<file path="src/rtl/acf_cfg.svh">
// Constants for the input configuration decode and output code formatting
`ifndef ACF_CFG_SVH
`define ACF_CFG_SVH

// Configuration word layout
`define ACF_CFG_W        14
`define ACF_CFG_RST      14'h3fff
`define ACF_INCC_HI      12
`define ACF_INCC_LO      10
`define ACF_CH_HI        9
`define ACF_CH_LO        7
`define ACF_BW_BIT       6

// Input configuration field codes
`define ACF_INCC_SE      3'h7
`define ACF_INCC_COM_UNI 3'h6
`define ACF_INCC_COM_BI  3'h2
`define ACF_INCC_RSVD    3'h3
`define ACF_PAIR_BIT     1
`define ACF_UNI_BIT      2
`define ACF_CH_PAIR_MASK 3'h1

// Raw difference from the converter core, in LSB steps
`define ACF_DIFF_W       18
`define ACF_UNI_MAX      18'sh0ffff
`define ACF_UNI_MIN      18'sh00000
`define ACF_BI_MAX       18'sh07fff
`define ACF_BI_MIN       18'sh38000
`define ACF_UNI_MID_IN   18'sh08000
`define ACF_ZERO_IN      18'sh00000

// Output codes
`define ACF_CODE_W       16
`define ACF_UNI_TOP      16'hffff
`define ACF_UNI_BOT      16'h0000
`define ACF_UNI_MID      16'h8000
`define ACF_BI_TOP       16'h7fff
`define ACF_BI_UNDER     16'hffff
`define ACF_BI_ZERO      16'h0000
`define ACF_BI_BOT       16'h8000

// Throughput timing
`define ACF_CLK_NS       25
`define ACF_CONV_NS      2000
`define ACF_BW_DIV       4
`define ACF_GAP_W        10

`endif

</file>
<file path="src/rtl/acf_pkg.sv">
// Types shared by the input configuration and code formatting block
package acf_pkg;

    typedef enum logic [2:0] {
        ACF_MODE_SINGLE   = 3'h0,
        ACF_MODE_COM_UNI  = 3'h1,
        ACF_MODE_COM_BI   = 3'h2,
        ACF_MODE_PAIR_UNI = 3'h3,
        ACF_MODE_PAIR_BI  = 3'h4
    } acf_mode_type;

    typedef enum logic [1:0] {
        ACF_NEG_GND  = 2'h0,
        ACF_NEG_COM  = 2'h1,
        ACF_NEG_PAIR = 2'h2
    } acf_neg_type;

    typedef struct packed {
        logic [2:0]  pair_positive_input;
        logic [2:0]  pair_negative_input;
        acf_neg_type neg_ref;
    } acf_route_type;

    typedef struct packed {
        acf_mode_type  mode;
        acf_route_type route;
        logic          bipolar;
        logic          bandwidth_select;
        logic          reserved_code;
    } acf_sel_type;

endpackage

</file>
<file path="src/rtl/acf_mode_decode.sv">
// Decode of the configuration word into input routing, range and filter setting
`timescale 1ns/1ps
`default_nettype none
`include "acf_cfg.svh"

module acf_mode_decode
    import acf_pkg::*;
(
    // Configuration in
    input  wire logic [`ACF_CFG_W-1:0] cfg_word,
    // Decoded selection out
    output acf_sel_type                sel
);

    logic [2:0] incc;
    logic [2:0] chan;
    logic       is_pair;
    logic       is_se;
    logic       is_rsvd;
    logic       is_bi;

    assign incc    = cfg_word[`ACF_INCC_HI:`ACF_INCC_LO];
    assign chan    = cfg_word[`ACF_CH_HI:`ACF_CH_LO];
    assign is_pair = ~incc[`ACF_PAIR_BIT];
    assign is_se   = (incc == `ACF_INCC_SE);
    // Undefined code falls back to the safe unipolar ground setting
    assign is_rsvd = (incc == `ACF_INCC_RSVD);
    assign is_bi   = ~incc[`ACF_UNI_BIT] & ~is_rsvd;

    always_comb begin
        sel.bandwidth_select = 1'b0;
        sel.reserved_code    = is_rsvd;
        sel.bipolar          = is_bi;
        sel.route.pair_positive_input = chan;
        // partner is the other input of the pair
        sel.route.pair_negative_input = chan ^ `ACF_CH_PAIR_MASK;
        if (is_pair) begin
            sel.mode          = is_bi ? ACF_MODE_PAIR_BI : ACF_MODE_PAIR_UNI;
            sel.route.neg_ref = ACF_NEG_PAIR;
        end else if (is_se || is_rsvd) begin
            sel.mode          = ACF_MODE_SINGLE;
            sel.route.neg_ref = ACF_NEG_GND;
        end else begin
            sel.mode          = is_bi ? ACF_MODE_COM_BI : ACF_MODE_COM_UNI;
            sel.route.neg_ref = ACF_NEG_COM;
        end
        sel.bandwidth_select = cfg_word[`ACF_BW_BIT];
    end

endmodule
`default_nettype wire

</file>
<file path="src/rtl/acf_code_format.sv">
// Conversion of a raw difference into straight binary or twos complement, saturating except on bipolar underrange
`timescale 1ns/1ps
`default_nettype none
`include "acf_cfg.svh"

module acf_code_format (
    // Raw result and range
    input  wire logic signed [`ACF_DIFF_W-1:0] raw_diff,
    input  wire logic                          bipolar,
    // Formatted result
    output logic             [`ACF_CODE_W-1:0] code,
    output logic                               over_range,
    output logic                               under_range
);

    logic signed [`ACF_DIFF_W-1:0] top_in;
    logic signed [`ACF_DIFF_W-1:0] bot_in;
    logic        [`ACF_CODE_W-1:0] top_code;
    logic        [`ACF_CODE_W-1:0] under_code;

    assign top_in      = bipolar ? `ACF_BI_MAX   : `ACF_UNI_MAX;
    assign bot_in      = bipolar ? `ACF_BI_MIN   : `ACF_UNI_MIN;
    assign top_code    = bipolar ? `ACF_BI_TOP   : `ACF_UNI_TOP;
    // bipolar underrange gives the code one step below zero
    assign under_code  = bipolar ? `ACF_BI_UNDER : `ACF_UNI_BOT;
    assign over_range  = (raw_diff > top_in);
    assign under_range = (raw_diff < bot_in);

    // saturate to the top code of the active format
    // in range the low bits already hold the right format
    assign code = over_range  ? top_code :
                  under_range ? under_code :
                  raw_diff[`ACF_CODE_W-1:0];

endmodule
`default_nettype wire

</file>
<file path="src/rtl/acf_top.sv">
// Input configuration and output code formatting for an 8-channel 16-bit converter
`timescale 1ns/1ps
`default_nettype none
`include "acf_cfg.svh"

module acf_top
    import acf_pkg::*;
#(
    parameter int unsigned CONV_CYCLES = (`ACF_CONV_NS + `ACF_CLK_NS - 1) / `ACF_CLK_NS
) (
    // Clock and reset
    input  wire logic                          clk_sys,
    input  wire logic                          sys_rst,
    // Configuration load from the serial side
    input  wire logic                          cfg_load,
    input  wire logic [`ACF_CFG_W-1:0]         cfg_word,
    // Converter core
    input  wire logic                          conv_sample,
    input  wire logic                          sar_done,
    input  wire logic signed [`ACF_DIFF_W-1:0] sar_diff,
    // Routing and filter control
    output acf_sel_type                        active_sel_ff,
    output logic [`ACF_CFG_W-1:0]              cfg_word_ff,
    // Formatted result
    output logic [`ACF_CODE_W-1:0]             result_ff,
    output logic                               result_valid_ff,
    output logic                               result_bipolar_ff,
    output logic                               over_range_ff,
    output logic                               under_range_ff,
    // Start spacing check
    output logic                               rate_violation_ff
);

    localparam logic [`ACF_GAP_W-1:0] FULL_GAP    = `ACF_GAP_W'(CONV_CYCLES);
    localparam logic [`ACF_GAP_W-1:0] QUARTER_GAP = `ACF_GAP_W'(CONV_CYCLES * `ACF_BW_DIV);

    acf_sel_type                sel;
    logic                       samp_bipolar_ff;
    logic                       nxt_samp_bipolar;
    logic [`ACF_CFG_W-1:0]      nxt_cfg_word;
    logic [`ACF_CODE_W-1:0]     fmt_code;
    logic                       fmt_over;
    logic                       fmt_under;
    logic [`ACF_GAP_W-1:0]      gap_cnt_ff;
    logic [`ACF_GAP_W-1:0]      nxt_gap_cnt;
    logic [`ACF_GAP_W-1:0]      need_gap;
    logic                       gap_short;
    logic                       gap_at_max;

    // one configuration word holds every option
    assign nxt_cfg_word = cfg_load ? cfg_word : cfg_word_ff;

    acf_mode_decode u_decode (
        .cfg_word (cfg_word_ff),
        .sel      (sel)
    );

    // range is frozen at the sampling edge
    assign nxt_samp_bipolar = conv_sample ? sel.bipolar : samp_bipolar_ff;

    acf_code_format u_format (
        .raw_diff    (sar_diff),
        .bipolar     (samp_bipolar_ff),
        .code        (fmt_code),
        .over_range  (fmt_over),
        .under_range (fmt_under)
    );

    // Spacing counter saturates so a long idle never wraps into a false alarm
    assign gap_at_max  = (gap_cnt_ff == {`ACF_GAP_W{1'b1}});
    assign nxt_gap_cnt = conv_sample ? {{(`ACF_GAP_W-1){1'b0}}, 1'b1} :
                         gap_at_max  ? gap_cnt_ff :
                         gap_cnt_ff + {{(`ACF_GAP_W-1){1'b0}}, 1'b1};
    // quarter bandwidth needs four times the start spacing
    assign need_gap    = active_sel_ff.bandwidth_select ? QUARTER_GAP : FULL_GAP;
    assign gap_short   = conv_sample && (gap_cnt_ff < need_gap);

    always_ff @(posedge clk_sys) begin
        if (sys_rst) begin
            cfg_word_ff <= `ACF_CFG_RST;
        end else begin
            cfg_word_ff <= nxt_cfg_word;
        end
    end

    // routing and filter setting follow the decoded word
    always_ff @(posedge clk_sys) begin
        if (sys_rst) begin
            active_sel_ff   <= '0;
            samp_bipolar_ff <= 1'b0;
        end else begin
            active_sel_ff   <= sel;
            samp_bipolar_ff <= nxt_samp_bipolar;
        end
    end

    // result register, format picked by the sampled range
    always_ff @(posedge clk_sys) begin
        if (sys_rst) begin
            result_ff         <= '0;
            result_valid_ff   <= 1'b0;
            result_bipolar_ff <= 1'b0;
            over_range_ff     <= 1'b0;
            under_range_ff    <= 1'b0;
        end else begin
            result_valid_ff <= sar_done;
            if (sar_done) begin
                result_ff         <= fmt_code;
                result_bipolar_ff <= samp_bipolar_ff;
                over_range_ff     <= fmt_over;
                under_range_ff    <= fmt_under;
            end
        end
    end

    always_ff @(posedge clk_sys) begin
        if (sys_rst) begin
            gap_cnt_ff        <= {`ACF_GAP_W{1'b1}};
            rate_violation_ff <= 1'b0;
        end else begin
            gap_cnt_ff        <= nxt_gap_cnt;
            rate_violation_ff <= gap_short;
        end
    end

    logic in_uni;
    logic in_bi;
    assign in_uni = (sar_diff >= `ACF_UNI_MIN) && (sar_diff <= `ACF_UNI_MAX);
    assign in_bi  = (sar_diff >= `ACF_BI_MIN) && (sar_diff <= `ACF_BI_MAX);
endmodule
`default_nettype wire

</file>
<file path="config.mk">
export PLATFORM = sky130hd
export DESIGN_NAME = acf_top
export DESIGN_NICKNAME = d
export VERILOG_FILES = /design/src/rtl/acf_pkg.sv /design/src/rtl/acf_mode_decode.sv /design/src/rtl/acf_code_format.sv /design/src/rtl/acf_top.sv
export VERILOG_INCLUDE_DIRS = /design/src /design/src/rtl
export SDC_FILE = /design/constraint.sdc
export NUM_CORES = 1
export LEC_CHECK = 0
export BUFFER_PORTS_ARGS = -buffer_cell sky130_fd_sc_hd__buf_2
export CAP_MARGIN = 5
export CORE_ASPECT_RATIO = 1.4
export CORE_MARGIN = 2
export CORE_UTILIZATION = 52
export CTS_CLUSTER_SIZE = 14
export DETAILED_ROUTE_END_ITERATION = 8
export GPL_ROUTABILITY_DRIVEN = 0
export PLACE_DENSITY = 0.83
export SLEW_MARGIN = 10
export SYNTH_ARGS = -nofsm -noshare
export SYNTH_HDL_FRONTEND = slang
export SYNTH_SLANG_ARGS = --single-unit
export TNS_END_PERCENT = 10
</file>
<file path="constraint.sdc">
create_clock -name clk_sys -period 5 [get_ports clk_sys]
set_input_delay 0.75 -clock clk_sys [delete_from_list [all_inputs] [get_ports clk_sys]]
set_output_delay 0.75 -clock clk_sys [all_outputs]
set_load 0.01 [all_outputs]
</file>
==> results of run 1 <==
## final cells by class
class	instances	share of cell area (%)
clock inverters	7	3.398
flip-flops and latches	58	38.93
clock buffers	9	4.153
inverters	5	0.6292
multi-input cells	169	36.03
well taps	62	2.601
repair buffers	85	14.26
## how the worst min path moves through the flow
stage,startpoint,end,slack (ns)
final,cfg_word_ff[7],active_sel_ff[5],0.47
after global routing,result_bipolar_ff,result_bipolar_ff,0.49
after CTS,cfg_word_ff[7],active_sel_ff[5],0.48
after detailed placement,cfg_word_ff[7],active_sel_ff[5],0.45
after global placement,cfg_word_ff[7],active_sel_ff[5],0.44
after floorplan,cfg_word_ff[7],active_sel_ff[5],0.42
## synthesized netlist by cell type, drive strengths merged (2+ instances only)
cell / n / area [um2]
nand4: 4 / 31.28
a311oi: 2 / 17.52
clkbuf: 10 / 37.54
o211ai: 2 / 15.01
dfxtp: 58 / 1161
inv: 5 / 18.77
nor2: 27 / 101.4
a21oi: 4 / 20.02
o211a: 2 / 20.02
and3: 3 / 18.77
o21ai: 8 / 40.04
buf: 9 / 70.06
mux2i: 15 / 150.1
o31ai: 2 / 15.01
nand2b: 3 / 18.77
ha: 6 / 75.07
nor3: 4 / 25.02
xor2: 2 / 17.52
nand3: 5 / 25.02
nor2b: 9 / 56.30
nand2: 39 / 146.4
a211oi: 17 / 127.6
## logic make-up (layout without fill, tap and decap cells)
family	after synthesis	count (layout)	synth area share [%]
AOI/OAI and AO/OA	44	44	14.51
xor gates and xnor gates	3	3	1.112
adders and majority gates	6	6	3.178
buffers and inverters	24	106	5.350
DFF	58	58	49.15
muxes	16	16	6.832
and+or+nand+nor	100	100	19.86
## per-stage QoR
stage	util (%)	power, mW	worst slack (ns)
after detailed placement	61.79	0.6827	2.314
after global placement	61.79	0.6786	2.378
final	66.83	1.155	2.603
after floorplan	-	0.6285	2.776
after CTS	66.83	1.167	2.656
after global routing	66.83	1.208	2.485
## sequential cells by signal (all words and copies together), names as in the netlist
signal / cells
gap_cnt_ff: 10
over_range_ff: 1
samp_bipolar_ff: 1
active_sel_ff: 12
result_valid_ff: 1
result_bipolar_ff: 1
under_range_ff: 1
result_ff: 16
cfg_word_ff: 14
rate_violation_ff: 1
## metal layers
metal  vias to the layer above  global-route usage (%)  wire length, um
met2                        43                   34.51             2632
met4                         0                   11.86              153
met1                       949                   26.48             2115
met3                        12                   6.977              223
met5                         -                       0                0
li1                       1028                       -                -
## power by group
part	switching, mW	leakage, nW	total (mW)	internal [mW]
clock	0.198	0.106	0.482	0.284
combinational	0.0869	0.808	0.153	0.0665
sequential	0.0242	0.482	0.519	0.495
## worst max-delay path, stage by stage (launching register included)
cell and delay [ns]:
dfxtp_1 0.44, inv_1 0.13, ha_1 0.33, nor2b_1 0.06, a31oi_2 0.68, o2111a_2 0.49
a211oi_1 0.13
==> reports/summary.txt, run 1 <==
final net count -> 371
final setup vio count -> 0
# fillers -> 402
Worst setup endpoint -> result_ff[11]
fin cells -> 395
Starting Density -> 52.93%
WS Path Type -> flip-flop to flip-flop
pwr dens -> 387.2 nW/um2
sequential fraction of the synthesis area -> 49.15%
ys async rst share -> 0%
1st-pass router iterations -> 4
drt wl/cell -> 12.97 um
Worst-path clk slew -> 0.07 ns
# resized after CTS -> 0
# IOs -> 86
Data arrival, critical path -> 2.59 ns
Tmin final -> 2.397 ns
maximum number of pins on one net before global-route repair -> 33
vias in the first global route -> 1905
worst r2r src -> samp_bipolar_ff
Congestion Overflow GR -> 0
most common cell after layout, fill and taps aside -> buf_2
ANT cells -> 0
Crit path required time -> 5.20 ns
Worst Tran Pin Value -> 0.8638 ns
post-route cell area -> 2983 um2
initial antenna violation count -> 0
vias per inst -> 5.144
Synth Flop Type -> dfxtp_1
drt total wl -> 5124 um
TritonCTS buffer count -> 9
Worst Hold Depth -> 1
Buffers on Ports -> 85
CP max FO -> 19
Setup Total Neg Slack -> 0 ns
most frequent cells in the layout -> 85 x buf_2, 58 x dfxtp_1, 39 x nand2_1
worst r2r dst -> result_ff[11]
Hold Path Class -> flip-flop to flip-flop
Mapped Area -> 2362 um2
clock latency on the worst-skew pair -> 0.34 ns
Net Count, Synth -> 294
Tcrit/Tclk final -> 47.94%
H-tree depth -> 3
Leak -> 1.396 nW
Post-synth EDFFs -> 0
maxcap violations -> 0
unrepaired setup endpoints after global routing -> no
overall routing resource usage -> 22.21%
dpl cells -> 379
Netlist cell types -> 41
yosys warns -> 0
die height -> 83.75 um
hold_ws -> 0.4710 ns
Slew Viols, Final -> 0
Cell Rows -> 29
Seq cells post-synth -> 58
Setup Fix Bufs, Post-CTS -> 0
DRT antenna net count -> 0
Post-DP Area -> 2758 um2
Max IR drop VDD -> 0.2409 mV
r2r setup slk -> 2.60 ns
final hold violation count -> 0
achievable frequency -> 417.2 MHz
die area -> 5106 um2
P&R area growth vs syn -> 26.27%
syn_area_per_cell -> 9.411 um2
post-DP HPWL -> 3636 um
Clock Path Buffers -> 2
Critical Path Source -> samp_bipolar_ff
via count -> 2032
drt first-iter violations -> 50
Max-Slew Margin vs Limit -> 42.23%
Layout Skew -> 0.007442 ns
first-pass GRT wire length -> 8459 um
Syn Inst Count -> 251
root buffer cell -> clkbuf_8
CTS tree -> built
status -> finished, final reports clean
Die Wd -> 60.97 um
Multi-input gate area -> 1075 um2
Post-CTS Hold Buffers -> 0
core area -> 4463 um2
share of cells above drive strength 1 -> 32.13%
critical path endpoint category -> flip-flop
worst reg-to-reg path cell count -> 6
storage element area -> 1161 um2
Worst Setup Start Kind -> flip-flop
DRC viols -> 0
TritonCTS Sinks -> 58
Note: power is estimated with default switching activity, not from simulation.
==> run 2: changes to the inputs <==
--- a/config.mk
+++ b/config.mk
@@ -10,11 +10,11 @@
 export CAP_MARGIN = 5
 export CORE_ASPECT_RATIO = 1.4
 export CORE_MARGIN = 2
-export CORE_UTILIZATION = 52
+export CORE_UTILIZATION = 44
 export CTS_CLUSTER_SIZE = 14
 export DETAILED_ROUTE_END_ITERATION = 8
 export GPL_ROUTABILITY_DRIVEN = 0
-export PLACE_DENSITY = 0.83
+export PLACE_DENSITY = 0.75
 export SLEW_MARGIN = 10
 export SYNTH_ARGS = -nofsm -noshare
 export SYNTH_HDL_FRONTEND = slang
==> constraint.sdc (replaced) <==
create_clock -name clk_sys -period 2.2 [get_ports clk_sys]
set_input_delay 0.33 -clock clk_sys [delete_from_list [all_inputs] [get_ports clk_sys]]
set_output_delay 0.33 -clock clk_sys [all_outputs]
set_load 0.01 [all_outputs]
==> run 2 against run 1 <==
Maximum frequency grew 19%. Utilization decreased by 8.6 points. Power is 120% higher. First-iteration DRC count rose by 54%.
==> reports/summary.txt, run 2 (same netlist as run 1, synthesis figures left out) <==
drt wl/cell -> 12.70 um
vias per inst -> 5.075
Data arrival, critical path -> 2.20 ns
Die Wd -> 65.93 um
Critical Path Source -> samp_bipolar_ff
Max-Slew Margin vs Limit -> 72.59%
dpl cells -> 386
Clock power frac -> 40.9%
Cell Rows -> 31
share of cells above drive strength 1 -> 32.74%
final hold violation count -> 0
most frequent cells in the layout -> 85 x buf_2, 58 x dfxtp_1, 39 x nand2_1
top flop regs -> result_ff (16), cfg_word_ff (14), active_sel_ff (12)
DRT antenna net count -> 0
final worst slack -> 0.1941 ns
# fillers -> 466
Hold Path Class -> input port to flip-flop
Crit path required time -> 2.40 ns
Gate power share -> 13.7%
CP max FO -> 15
Buffers on Ports -> 85
pwr dens -> 863.8 nW/um2
clock latency on the worst-skew pair -> 0.33 ns
die area -> 5979 um2
most common cell after layout, fill and taps aside -> buf_2
Clock Path Buffers -> 2
Tmin final -> 2.006 ns
TritonCTS buffer count -> 9
critical path endpoint category -> flip-flop
WS Path Type -> flip-flop to flip-flop
post-DP HPWL -> 3751 um
r2r setup slk -> 0.19 ns
CTS tree -> built
total power -> 2.594 mW
worst r2r dst -> result_ff[12]
worst reg-to-reg path cell count -> 5
Multi-input gate area -> 1075 um2
post-route cell area -> 3003 um2
Worst Tran Pin Value -> 0.4111 ns
Congestion Overflow GR -> 0
hold path start -> cfg_word[1]
maximum number of pins on one net before global-route repair -> 32
Worst Hold Depth -> 3
Layout Skew -> 0.006658 ns
root buffer cell -> clkbuf_8
final net count -> 374
P_int -> 1.942 mW
maxcap violations -> 0
via count -> 2040
achievable frequency -> 498.5 MHz
max reg flops -> 16
Max IR drop VDD -> 0.4873 mV
Post-CTS Hold Buffers -> 0
pre-CTS WS -> 0.1187 ns
H-tree depth -> 3
TritonCTS Sinks -> 58
core area -> 5159 um2
largest register by flop count -> result_ff
# resized after CTS -> 0
Setup Total Neg Slack -> 0 ns
Post-DP Area -> 2785 um2
fraction of power spent switching nets -> 25.13%
Layout Utilization -> 58.21%
drt first-iter violations -> 77
P&R area growth vs syn -> 27.12%
part of the power in registers -> 45.5%
unrepaired setup endpoints after global routing -> no
die height -> 90.70 um
first-pass GRT wire length -> 8383 um
Worst setup endpoint -> result_ff[12]
sw power -> 0.6519 mW
worst r2r src -> samp_bipolar_ff
fin cells -> 402
overall routing resource usage -> 18.06%
DRC viols -> 0
vias in the first global route -> 1920
ANT cells -> 0
final setup vio count -> 0
Setup Fix Bufs, Post-CTS -> 0
Starting Density -> 45.79%
Worst Setup Start Kind -> flip-flop
Worst-path clk slew -> 0.07 ns
Tcrit/Tclk final -> 91.18%
drt total wl -> 5105 um
1st-pass router iterations -> 4
storage element area -> 1161 um2
status -> finished, final reports clean
initial antenna violation count -> 0
# IOs -> 86
hold_ws -> 0.2117 ns
Leak -> 1.420 nW
Slew Viols, Final -> 0
run 2: worst max-delay path, cell delays in order (launching register included):
cell and delay, ns:
dfxtp_1 0.42, ha_1 0.27, nand4b_1 0.22, o41ai_4 0.38, o2111a_2 0.45, a211oi_1 0.13
run 2: layout make-up:
class | count | share of cell area (%)
Clock buffer | 10 | 4.583
Clock inverter | 6 | 2.667
Inverter | 5 | 0.6250
Multi-Input combinational cell | 169 | 35.79
Sequential cell | 58 | 38.67
Tap cell | 66 | 2.750
Timing Repair Buffer | 88 | 14.92
run 2: worst min-delay path by stage:
| stage | endpoint | slack, ns |
|---|---|---|
| final | cfg_word_ff[1] | 0.21 |
| after global routing | cfg_word_ff[0] | 0.22 |
| after CTS | cfg_word_ff[1] | 0.20 |
| after detailed placement | active_sel_ff[5] | 0.45 |
| after global placement | active_sel_ff[5] | 0.44 |
| after floorplan | active_sel_ff[4] | 0.41 |
run 2: routing by layer:
metal | wire [um] | global-route usage [%] | vias to the layer above
met2 | 2569 | 28.96 | 47
met4 | 162 | 11.28 | 0
li1 | - | - | 1031
met3 | 204 | 3.367 | 13
met1 | 2169 | 21.70 | 949
met5 | 0 | 0 | -
run 2: power by group through the flow:
stage                     logic [mW]  registers [mW]  clock network, mW
after global placement         0.349            1.20                  0
after CTS                      0.358            1.18               1.08
final                          0.354            1.18               1.06
after floorplan                0.209            1.22                  0
after detailed placement       0.357            1.20                  0
after global routing           0.393            1.19               1.13
